[src/dit_map.svh]
// Register offsets, field positions, reset values and timing counts of the interval timer
`ifndef DIT_MAP_SVH
`define DIT_MAP_SVH
// ----------------------------------------------------------------
// Register map
// ----------------------------------------------------------------
`define DIT_TIMER_STRIDE 8'h20
`define DIT_TIMER_IDX_BIT 5
`define DIT_REG_CTRL 3'h0
`define DIT_REG_MODE 3'h1
`define DIT_REG_COUNT 3'h2
`define DIT_REG_RELOAD 3'h3
`define DIT_REG_STATUS 3'h4
`define DIT_OFF_CTRL 8'h00
`define DIT_OFF_MODE 8'h04
`define DIT_OFF_COUNT 8'h08
`define DIT_OFF_RELOAD 8'h0C
`define DIT_OFF_STATUS 8'h10
// ----------------------------------------------------------------
// Fields
// ----------------------------------------------------------------
`define DIT_CTRL_RUN_BIT 0
`define DIT_MODE_TB_LSB 0
`define DIT_MODE_PER_BIT 4
`define DIT_MODE_GATE_BIT 5
`define DIT_STAT_FLAG_BIT 0
`define DIT_STAT_FILT_BIT 1
`define DIT_TB_EXT 3'h4
// ----------------------------------------------------------------
// Reset values and count wrap value
// ----------------------------------------------------------------
`define DIT_RST_COUNT 16'h0000
`define DIT_RST_RELOAD 16'h0000
`define DIT_RST_TB 3'h0
`define DIT_COUNT_WRAP 16'hFFFF
// ----------------------------------------------------------------
// Timing
// ----------------------------------------------------------------
`define DIT_CLK_KHZ 25000
`define DIT_TB0_US 1
`define DIT_TB1_US 5
`define DIT_TB2_US 25
`define DIT_TB3_US 50
`define DIT_FILT_US 5
`define DIT_US_CYC ((`DIT_TB0_US * `DIT_CLK_KHZ) / 1000)
`define DIT_FILT_CYC ((`DIT_FILT_US * `DIT_CLK_KHZ + 999) / 1000)
`endif

[src/dit_pkg.sv]
// Types of the dual interval timer
`default_nettype none
package dit_pkg;

typedef struct packed {
    logic psel;
    logic penable;
    logic pwrite;
    logic [7:0] paddr;
    logic [31:0] pwdata;
} dit_apb_req_t;

typedef struct packed {
    logic [31:0] prdata;
    logic pready;
    logic pslverr;
} dit_apb_rsp_t;

typedef struct packed {
    logic ext_clk;
    logic ext_gate;
} dit_pin_in_t;

typedef struct packed {
    logic run_state;
    logic gate_enable;
    logic underflow;
} dit_pin_out_t;

typedef struct packed {
    logic ok;
    logic idx;
    logic [2:0] sel;
} dit_dec_t;

typedef struct packed {
    logic run;
    logic [2:0] tb;
    logic periodic;
    logic gate_en;
    logic [15:0] count;
    logic [15:0] reload;
    logic flag;
    logic uf;
    logic [1:0] clk_s;
    logic [1:0] gate_s;
    logic clk_f;
    logic gate_f;
    logic clk_prev;
    logic [7:0] clk_fc;
    logic [7:0] gate_fc;
} dit_timer_t;

typedef struct packed {
    dit_timer_t [1:0] tmr;
    logic [4:0] us_cnt;
    logic [2:0] c5;
    logic [4:0] c25;
    logic [5:0] c50;
    logic filt_on;
    logic strap_done;
    dit_apb_rsp_t rsp;
} dit_state_t;

endpackage

`default_nettype wire

[src/dit_top.sv]
// Dual 16-bit interval timer with APB register access
// Notes on behaviour
// - Two timers, each with its own 16-bit count.
// - Each timer works as interval, pulse or pulse-duration counter with end event.
// - Each timer has run and gate-enable outputs, clock and gate inputs.
// - Each timer has its own address window, controlled independently.
// - Reading the count never disturbs counting.
// - Mode selects one of four internal time bases or the external clock.
// - Running timer decrements once per selected time base tick.
// - Internal time bases tick every 1, 5, 25 or 50 microseconds.
// - Input filter chosen by a strap, not by software.
// - Mode holds a software-set gate enable bit and time base choice.
// - Each timer has a 16-bit reload register, freely writable.
// - Periodic mode reloads at underflow and raises an event.
// - Aperiodic mode raises an event at underflow and wraps without reload.
// - With gate enabled, the external gate starts and stops counting.
// - Each command moves one word between processor and timer.
`timescale 1ns/1ns
`default_nettype none
`include "dit_map.svh"

module dit_top #(
    parameter logic [4:0] US_CYC = 5'(`DIT_US_CYC),
    parameter logic [7:0] FILT_CYC = 8'(`DIT_FILT_CYC)
) (
    input wire logic clk,
    input wire logic rstn,
    input wire logic filter_strap,
    input wire dit_pkg::dit_apb_req_t apb_req,
    output dit_pkg::dit_apb_rsp_t apb_rsp,
    input wire dit_pkg::dit_pin_in_t [1:0] pins_in,
    output dit_pkg::dit_pin_out_t [1:0] pins_out
);
    import dit_pkg::*;

    // ----------------------------------------------------------------
    // Reset release
    // ----------------------------------------------------------------
    logic [1:0] rst_sync;
    logic rst_n;

    always_ff @(posedge clk or negedge rstn) begin
        if (!rstn) begin
            rst_sync <= 2'b00;
        end else begin
            rst_sync <= {rst_sync[0], 1'b1};
        end
    end
    assign rst_n = rst_sync[1];

    // ----------------------------------------------------------------
    // Functions
    // ----------------------------------------------------------------
    function automatic dit_dec_t dit_decode(input logic [7:0] addr);
        dit_dec_t d;
        d.idx = addr[`DIT_TIMER_IDX_BIT];
        d.sel = addr[4:2];
        d.ok = (addr[1:0] == 2'b00) && (addr[7:6] == 2'b00) && (addr[4:2] <= `DIT_REG_STATUS);
        return d;
    endfunction

    // Filter: new level only after it has held FILT_CYC cycles
    function automatic logic [8:0] dit_filter(input logic raw, input logic f,
                                               input logic [7:0] fc, input logic on);
        logic [8:0] r;
        r = {f, 8'h00};
        if (!on) begin
            r = {raw, 8'h00};
        end else if (raw != f) begin
            if (fc == FILT_CYC - 8'h01) begin
                r = {raw, 8'h00};
            end else begin
                r = {f, fc + 8'h01};
            end
        end
        return r;
    endfunction

    // ----------------------------------------------------------------
    // State
    // ----------------------------------------------------------------
    dit_state_t st;
    dit_state_t next_st;
    dit_dec_t dec;
    dit_timer_t t;
    dit_timer_t nt;
    logic [3:0] tb_tick;
    logic tick1;
    logic setup;
    logic access;
    logic wr;
    logic tick;
    logic gate_ok;
    logic clr;
    logic [8:0] fres;

    always_comb begin
        next_st = st;
        t = st.tmr[0];
        nt = st.tmr[0];
        tick = 1'b0;
        gate_ok = 1'b0;
        clr = 1'b0;
        wr = 1'b0;
        fres = '0;
        // Shared time base prescaler
        tick1 = (st.us_cnt == US_CYC - 5'd1);
        next_st.us_cnt = tick1 ? 5'd0 : st.us_cnt + 5'd1;
        if (tick1) begin
            next_st.c5 = (st.c5 == 3'(`DIT_TB1_US - 1)) ? 3'd0 : st.c5 + 3'd1;
            next_st.c25 = (st.c25 == 5'(`DIT_TB2_US - 1)) ? 5'd0 : st.c25 + 5'd1;
            next_st.c50 = (st.c50 == 6'(`DIT_TB3_US - 1)) ? 6'd0 : st.c50 + 6'd1;
        end
        tb_tick[0] = tick1;
        tb_tick[1] = tick1 && (st.c5 == 3'(`DIT_TB1_US - 1));
        tb_tick[2] = tick1 && (st.c25 == 5'(`DIT_TB2_US - 1));
        tb_tick[3] = tick1 && (st.c50 == 6'(`DIT_TB3_US - 1));
        // Strap caught once after reset release
        if (!st.strap_done) begin
            next_st.filt_on = filter_strap;
            next_st.strap_done = 1'b1;
        end
        // APB: answer prepared in setup, given in access
        dec = dit_decode(apb_req.paddr);
        setup = apb_req.psel && !apb_req.penable;
        access = apb_req.psel && apb_req.penable && st.rsp.pready;
        next_st.rsp.pready = setup;
        next_st.rsp.pslverr = setup && !dec.ok;
        next_st.rsp.prdata = 32'h0000_0000;
        if (setup && dec.ok && !apb_req.pwrite) begin
            t = st.tmr[dec.idx];
            case (dec.sel)
                `DIT_REG_CTRL: next_st.rsp.prdata[`DIT_CTRL_RUN_BIT] = t.run;
                `DIT_REG_MODE: begin
                    next_st.rsp.prdata[`DIT_MODE_TB_LSB +: 3] = t.tb;
                    next_st.rsp.prdata[`DIT_MODE_PER_BIT] = t.periodic;
                    next_st.rsp.prdata[`DIT_MODE_GATE_BIT] = t.gate_en;
                end
                `DIT_REG_COUNT: next_st.rsp.prdata[15:0] = t.count;
                `DIT_REG_RELOAD: next_st.rsp.prdata[15:0] = t.reload;
                `DIT_REG_STATUS: begin
                    next_st.rsp.prdata[`DIT_STAT_FLAG_BIT] = t.flag;
                    next_st.rsp.prdata[`DIT_STAT_FILT_BIT] = st.filt_on;
                end
                default: next_st.rsp.prdata = 32'h0000_0000;
            endcase
        end
        // Timers
        for (int i = 0; i < 2; i++) begin
            t = st.tmr[i];
            nt = st.tmr[i];
            // Two-stage synchronisers, then filter and edge detect
            nt.clk_s = {t.clk_s[0], pins_in[i].ext_clk};
            nt.gate_s = {t.gate_s[0], pins_in[i].ext_gate};
            fres = dit_filter(t.clk_s[1], t.clk_f, t.clk_fc, st.filt_on);
            nt.clk_f = fres[8];
            nt.clk_fc = fres[7:0];
            fres = dit_filter(t.gate_s[1], t.gate_f, t.gate_fc, st.filt_on);
            nt.gate_f = fres[8];
            nt.gate_fc = fres[7:0];
            nt.clk_prev = t.clk_f;
            // Tick source selection
            if (t.tb < `DIT_TB_EXT) begin
                tick = tb_tick[t.tb[1:0]];
            end else begin
                tick = t.clk_f && !t.clk_prev;
            end
            gate_ok = !t.gate_en || t.gate_f;
            nt.uf = 1'b0;
            if (t.run && gate_ok && tick) begin
                if (t.count == 16'h0000) begin
                    nt.uf = 1'b1;
                    if (t.periodic) begin
                        nt.count = t.reload;
                    end else begin
                        nt.count = `DIT_COUNT_WRAP;
                    end
                end else begin
                    nt.count = t.count - 16'h0001;
                end
            end
            // Register writes
            wr = access && apb_req.pwrite && dec.ok && (dec.idx == i[0]);
            if (wr) begin
                case (dec.sel)
                    `DIT_REG_CTRL: nt.run = apb_req.pwdata[`DIT_CTRL_RUN_BIT];
                    `DIT_REG_MODE: begin
                        if (!t.run) begin
                            nt.tb = apb_req.pwdata[`DIT_MODE_TB_LSB +: 3];
                            nt.periodic = apb_req.pwdata[`DIT_MODE_PER_BIT];
                            nt.gate_en = apb_req.pwdata[`DIT_MODE_GATE_BIT];
                        end
                    end
                    `DIT_REG_COUNT: begin
                        if (!t.run) begin
                            nt.count = apb_req.pwdata[15:0];
                        end
                    end
                    `DIT_REG_RELOAD: nt.reload = apb_req.pwdata[15:0];
                    `DIT_REG_STATUS: clr = apb_req.pwdata[`DIT_STAT_FLAG_BIT];
                    default: clr = 1'b0;
                endcase
            end
            // Event flag, set wins over clear
            nt.flag = (t.flag && !clr) || nt.uf;
            next_st.tmr[i] = nt;
            clr = 1'b0;
        end
    end

    always_ff @(posedge clk or negedge rst_n) begin
        if (!rst_n) begin
            st <= '0;
            for (int i = 0; i < 2; i++) begin
                st.tmr[i].tb <= `DIT_RST_TB;
                st.tmr[i].count <= `DIT_RST_COUNT;
                st.tmr[i].reload <= `DIT_RST_RELOAD;
            end
        end else begin
            st <= next_st;
        end
    end

    // ----------------------------------------------------------------
    // Outputs
    // ----------------------------------------------------------------
    assign apb_rsp = st.rsp;
    generate
        for (genvar g = 0; g < 2; g++) begin : g_pins
            assign pins_out[g].run_state = st.tmr[g].run;
            assign pins_out[g].gate_enable = st.tmr[g].gate_en;
            assign pins_out[g].underflow = st.tmr[g].uf;
        end
    endgenerate

endmodule // dit_top

`default_nettype wire
[config.mk]
export PLATFORM = sky130hd
export DESIGN_NAME = dit_top
export DESIGN_NICKNAME = d
export VERILOG_FILES = /design/src/dit_pkg.sv /design/src/dit_top.sv
export VERILOG_INCLUDE_DIRS = /design/src /design/src/src
export SDC_FILE = /design/constraint.sdc
export NUM_CORES = 1
export LEC_CHECK = 0
export ABC_CLOCK_PERIOD_IN_PS = 15900
export CAP_MARGIN = 20
export CORE_MARGIN = 1.5
export CORE_UTILIZATION = 40
export DETAILED_ROUTE_END_ITERATION = 10
export DONT_BUFFER_PORTS = 1
export MAX_ROUTING_LAYER = met4
export REMOVE_ABC_BUFFERS = 1
export SETUP_SLACK_MARGIN = 0.5
export SLEW_MARGIN = 10
export SYNTH_ARGS = -nofsm -noshare
export SYNTH_HDL_FRONTEND = slang
export SYNTH_SLANG_ARGS = --single-unit
[constraint.sdc]
create_clock -name clk -period 15.9 [get_ports clk]
set_clock_uncertainty 0.2 [all_clocks]
set_input_delay 3.975 -clock clk [delete_from_list [all_inputs] [get_ports clk]]
set_output_delay 3.975 -clock clk [all_outputs]
set_load 0.1 [all_outputs]
==> flow_summary.toml, run 1 <==
[place]
placedCellCount = 1110
gp_congestion = 0.8398
place.detailed.hpwl_um = 14130
preCtsSetupSlack_ns = 9.357
buffer_ports.inserted = 0
placed_cell_area_um2 = 8947

[routing]
avgViaCountPerCell = 5.575
postRouteWirelength_um = 20960
drt_first_iter_violations = 484
drt-pass1-iter-count = 10
drt_drc_violations_left = 6
count_of_antenna_violating_nets_left_after_detailed_routing = 0
drt-wirelength-per-cell_um = 18.32
routed-via-count = 6378

[cells_and_area]
num-nets-final = 921
finish.cell_count_without_fillers = 1144
mostFrequentLayoutCells = "dfrtp_1 (166), nand3_1 (78), nor2_1 (73)"
most_frequent_standard_cell_in_the_layout_excluding_fill_and_tap_cells = "dfrtp_1"
final_area_um2 = 9610
diodes = 0
drive_gt1_frac = 0.1215
flow.area_growth_from_synthesis_pct = 6.993

[global_route]
grt_util_met1 = 0.2597
antenna_found_initial = 0
grt_overflow_total = 0
largest_net_degree_at_the_start_of_global_routing = 76
grt_usage = 0.1928
grt_pass1_wl_um = 34230
gr-usage-met2 = 0.2894
grt_util_met3 = 0.04707
top_usage_layer = "met2"
first_global_vias = 6105

[power]
pwr-share-comb = 0.053
report.power.total_mw = 0.9385
switching_share = 0.2788
p_sw_mw = 0.2617
powerDensity_nw_per_um2 = 97.65
seq_power_share = 0.473
power.leakage_nw = 4.078
max-vdd-ir-drop_mv = 0.06806
power_frac_clock = 0.474
cell_internal_pwr_mw = 0.6768

[worst_setup_path]
critPathRequiredTime_ns = 16.02
critPathMaxStageDelay_ns = 0.82
startpoint_type = "primary input"
arrival_worst_endpoint_ns = 6.17
cp_cell_sequence = "nor4_2 -> nand2_1 -> or3_1 -> nor2_2 -> mux2_2"
worst-path-max-fanout = 18
critical_path_slowest_stage_cell = "nor2_2"
critPathKind = "in -> reg"
end_kind = "register"

[synthesis]
synth-async-reset-ratio = 1.000
yosysUniqueCellTypes = 65
yosys_warnings = 0
syn-cell-area_um2 = 8982
synth.ff_latch_count = 167
ys_dominant_reg_cell = "dfrtp_1"
yosys.area.top_type = "dfrtp_1"
synth.yosys.seq_area_share = 0.4652
synth_top_cells_by_area = "dfrtp_1 (47%), mux2_2 (6.3%), nand3_1 (4.3%)"
number_of_flops_mapped_to_enable_cells_by_yosys = 0
syn_inst = 894
syn_avg_cell_area_um2 = 10.05
synth_largest_type_area_fraction = 0.4652

[clocking]
clock_tree.root_cell = "clkbuf_16"
cts_post_setup_buffers_inserted = 0
clockBufferDepth = 2
clk_transition_reported_paths_ns = 0.08
cts_hold_repair.buffers = 0
cts-buffers-inserted = 17
post_cts.resized_instances = 0
cts_tree = "yes"
tritoncts_num_sinks = 167
htree_num_levels = 4
worst_skew_pair.late_latency_ns = 0.44

[floorplan]
core_um2 = 21960
die_area_um2 = 23360
dieHeight_um = 152.9
site_rows = 54
io_pins = 90
initial_core_util = 0.4091
die_w_um = 152.9

[run_status]
run_status = "finished, violations left"
failed_checks = "DRC, hold timing"

[timing]
worstMarginPinSlew_ns = 1.168
fin_max_slew_vios = 0
final-setup-viol-count = 0
grt_setup_unrepaired = "false"
post-route-min-period_ns = 6.056
timing.setup.tns_ns = 0
layout_setup_ws_ns = 9.844
finalHoldViolations = 8
period_share = 0.3809
max_slew_margin = 0.2214
hold-worst-slack_ns = -0.01112
clock.fmax_mhz = 165.1

[flow_run]
drv.max_cap_violation_count = 0

[hold_path]
worst_hold_path_type = "reg -> async"
[state kept, by name, indices dropped and copies added (netlist names)]
| signal | count |
|---|---|
| st | 135 |
| apb_rsp | 18 |
| next_st | 6 |
| pins_out | 6 |
| rst_sync | 2 |
[power groups by stage]
| stage | registers, mW | clock network (mW) | logic, mW |
|---|---|---|---|
| final | 0.444 | 0.445 | 0.0499 |
| after global routing | 0.446 | 0.473 | 0.0552 |
| after CTS | 0.444 | 0.454 | 0.0506 |
| after detailed placement | 0.452 | 0 | 0.0501 |
| after global placement | 0.452 | 0 | 0.0499 |
| after floorplan | 0.455 | 0 | 0.0367 |
[logic make-up after synthesis]
logic type | count (synthesis) | synth area share
AND/OR/NAND/NOR | 327 | 0.1910
AO/OA/AOI/OAI | 135 | 0.1050
multiplexers | 77 | 0.09277
buffers and inverters | 115 | 0.06756
XOR/XNOR | 51 | 0.04973
adder cells (fa/ha/maj) | 20 | 0.02786
flip-flops | 167 | 0.4652
other | 2 | 0.0008361
[cell type report]
type	instances	area (µm²)
fill	2084	12350
multi-input combinational	628	4257
sequential	167	4183
clock buffer	17	425.4
tap	280	350.3
clock inverter	15	225.2
inverter	28	105.1
timing repair buffer	9	65.06
[Yosys cell counts, types with 3 or more instances]
cell type / n
a2111oi_0: 5
nor3b_1: 18
buf_2: 11
ha_1: 20
or3_1: 12
mux2i_1: 27
or4_1: 3
a211o_1: 11
a21oi_1: 18
nor4_1: 7
mux2_2: 50
o21ai_0: 33
o311ai_0: 9
nand2b_1: 4
nand3_1: 78
o31ai_1: 5
buf_4: 41
xor2_1: 31
nand2_1: 65
a22oi_1: 3
o22a_1: 12
nand3b_1: 5
nor3_1: 16
a22o_1: 3
a31oi_1: 7
dfrtp_1: 167
nor2_1: 73
buf_1: 5
clkbuf_1: 29
nor4_2: 3
inv_1: 28
and3_1: 12
nand4b_1: 3
a221oi_1: 8
nand4_1: 7
xnor2_1: 20
[routing by layer]
metal	part of all wire	vias to the layer above
met5	0	-
met4	0.015	0
met3	0.065	23
met2	0.46	182
met1	0.46	3126
li1	-	3047
[final timing paths]
path | start | to | slack [ns] | depth (start not counted)
max | apb_req[33] | st[146] | 9.84 | 5
min | rst_sync[1] | st[60] | -0.01 | 0
max reg2reg | apb_rsp[1] | st[146] | 12.56 | 4
min reg2reg | rst_sync[1] | st[60] | -0.01 | 0
max in group asynchronous | rstn | rst_sync[1] | 12.41 | 0
min in group clk | next_st[75] | st[75] | 0.15 | 0
[critical path, delay by kind of cell]
| kind | cells | cell delay, ns |
|---|---|---|
| and+or+nand+nor | 4 | 1.77 |
| muxes | 1 | 0.43 |
[per-stage QoR]
step / hold WS, ns / util
5_1_grt: 0.01724 / 0.4377
2_1_floorplan: 0.1312 / -
3_3_place_gp: -0.009930 / 0.4075
6_report: -0.01112 / 0.4377
3_5_place_dp: -0.006503 / 0.4075
4_1_cts: 0.0004172 / 0.4371
No activity file was read; power rests on OpenSTA's default activity.
==> run 2, diff against run 1 <==
Settings changed: ABC_CLOCK_PERIOD_IN_PS 15900 to 5550.
Clock period 15.9 ns to 5.55 ns, I/O delays scaled along.
==> flow_summary.toml, run 2 (synthesis gave the netlist of run 1 again) <==
[run_status]
run_status = "finished, violations left"
failed_checks = "DRC"

[hold_path]
worst_hold_path_type = "reg -> reg"
worstHoldEndpoint = "st[140]"
hold_depth = 0
timing.hold.worst.start = "next_st[140]"

[timing]
hold-worst-slack_ns = 0.1528
worstMarginPinSlew_ns = 1.014
clock.fmax_mhz = 285.6
post-route-min-period_ns = 3.501
finalHoldViolations = 0
period_share = 0.6308
grt_setup_unrepaired = "false"
timing.setup.tns_ns = 0
fin_max_slew_vios = 0
final-setup-viol-count = 0
max_slew_margin = 0.3242

[worst_setup_path]
startpoint_type = "primary input"
rr_endpoint = "st[156]"
worst-path-max-fanout = 18
arrival_worst_endpoint_ns = 3.63
worstReg2RegStart = "apb_rsp[1]"
critPathRequiredTime_ns = 5.67
reg2reg_depth = 4
end_kind = "register"
critPathKind = "in -> reg"
worst-r2r-setup-slack_ns = 2.20

[routing]
avgViaCountPerCell = 5.655
count_of_antenna_violating_nets_left_after_detailed_routing = 0
drt-wirelength-per-cell_um = 18.54
postRouteWirelength_um = 21210
routed-via-count = 6469
drt_first_iter_violations = 506
drt-pass1-iter-count = 10
drt_drc_violations_left = 6

[power]
max-vdd-ir-drop_mv = 0.1955
powerDensity_nw_per_um2 = 279.8
power.leakage_nw = 4.085
report.power.total_mw = 2.692

[clocking]
cts-buffers-inserted = 17
cts_tree = "yes"
cts_hold_repair.buffers = 0
clockBufferDepth = 2
post_cts.resized_instances = 0
cts_post_setup_buffers_inserted = 0
clk_transition_reported_paths_ns = 0.08
htree_num_levels = 4
clock_tree.root_cell = "clkbuf_16"
tritoncts_num_sinks = 167
worst_skew_pair.late_latency_ns = 0.45

[place]
buffer_ports.inserted = 0
gp_congestion = 0.8696
place.detailed.hpwl_um = 14340

[cells_and_area]
num-nets-final = 921
largest_reg_flops = 135
drive_gt1_frac = 0.1215
most_frequent_standard_cell_in_the_layout_excluding_fill_and_tap_cells = "dfrtp_1"
largest_register = "st"
diodes = 0
flow.area_growth_from_synthesis_pct = 7.146
mostFrequentLayoutCells = "dfrtp_1 (166), nand3_1 (78), nor2_1 (73)"

[floorplan]
io_pins = 90
site_rows = 54
dieHeight_um = 152.9
core_um2 = 21960
initial_core_util = 0.4091
die_area_um2 = 23360
die_w_um = 152.9

[global_route]
grt_usage = 0.1930
first_global_vias = 6058
antenna_found_initial = 0
grt_pass1_wl_um = 34150
largest_net_degree_at_the_start_of_global_routing = 97
grt_overflow_total = 0

[flow_run]
drv.max_cap_violation_count = 0
-- run 2: where the power goes --
part	internal (mW)	switching (mW)	total, mW
Clock	0.666	0.611	1.28
Combinational	0.0358	0.101	0.137
Sequential	1.24	0.0415	1.28
Total	1.94	0.753	2.69
-- run 2: worst max path at each step --
stage	start	to	cells past startpoint
detailed placement	apb_req[33]	st[145]	5
global route	apb_req[33]	st[146]	5
global placement	apb_req[33]	st[149]	5
finish	apb_req[33]	st[156]	5
floorplan	rst_sync[1]	apb_rsp[0]	0
CTS	apb_req[33]	st[156]	5
-- run 2: metal layers --
| layer | global-route usage | wire, µm |
|---|---|---|
| met2 | 0.2866 | 9746 |
| met5 | - | 0 |
| met1 | 0.2605 | 9895 |
| met3 | 0.04621 | 1185 |
| met4 | 0.06116 | 381 |
-- run 2: through the flow --
| stage | cell area, µm² | util | setup slack (ns) | std cells |
|---|---|---|---|---|
| floorplan | 8541 | - | 0.3521 | 823 |
| global placement | 8960 | 0.4080 | 1.657 | 1110 |
| detailed placement | 8960 | 0.4080 | 1.608 | 1110 |
| CTS | 9608 | 0.4376 | 2.073 | 1142 |
| global route | 9624 | 0.4383 | 1.892 | 1144 |
| finish | 9624 | 0.4383 | 2.049 | 1144 |
-- run 2: critical path, cell delays in order --
cell     delay (ns)
nor4_2         0.28
nand2_1        0.18
or3_1          0.53
nor2_2         0.83
mux2_2         0.41
-- run 2: cell type report --
type / count / area (µm²)
sequential: 167 / 4183
fill: 2092 / 12330
clock buffer: 17 / 425.4
tap: 280 / 350.3
multi-input combinational: 628 / 4257
timing repair buffer: 9 / 81.33
inverter: 28 / 105.1
clock inverter: 15 / 222.7
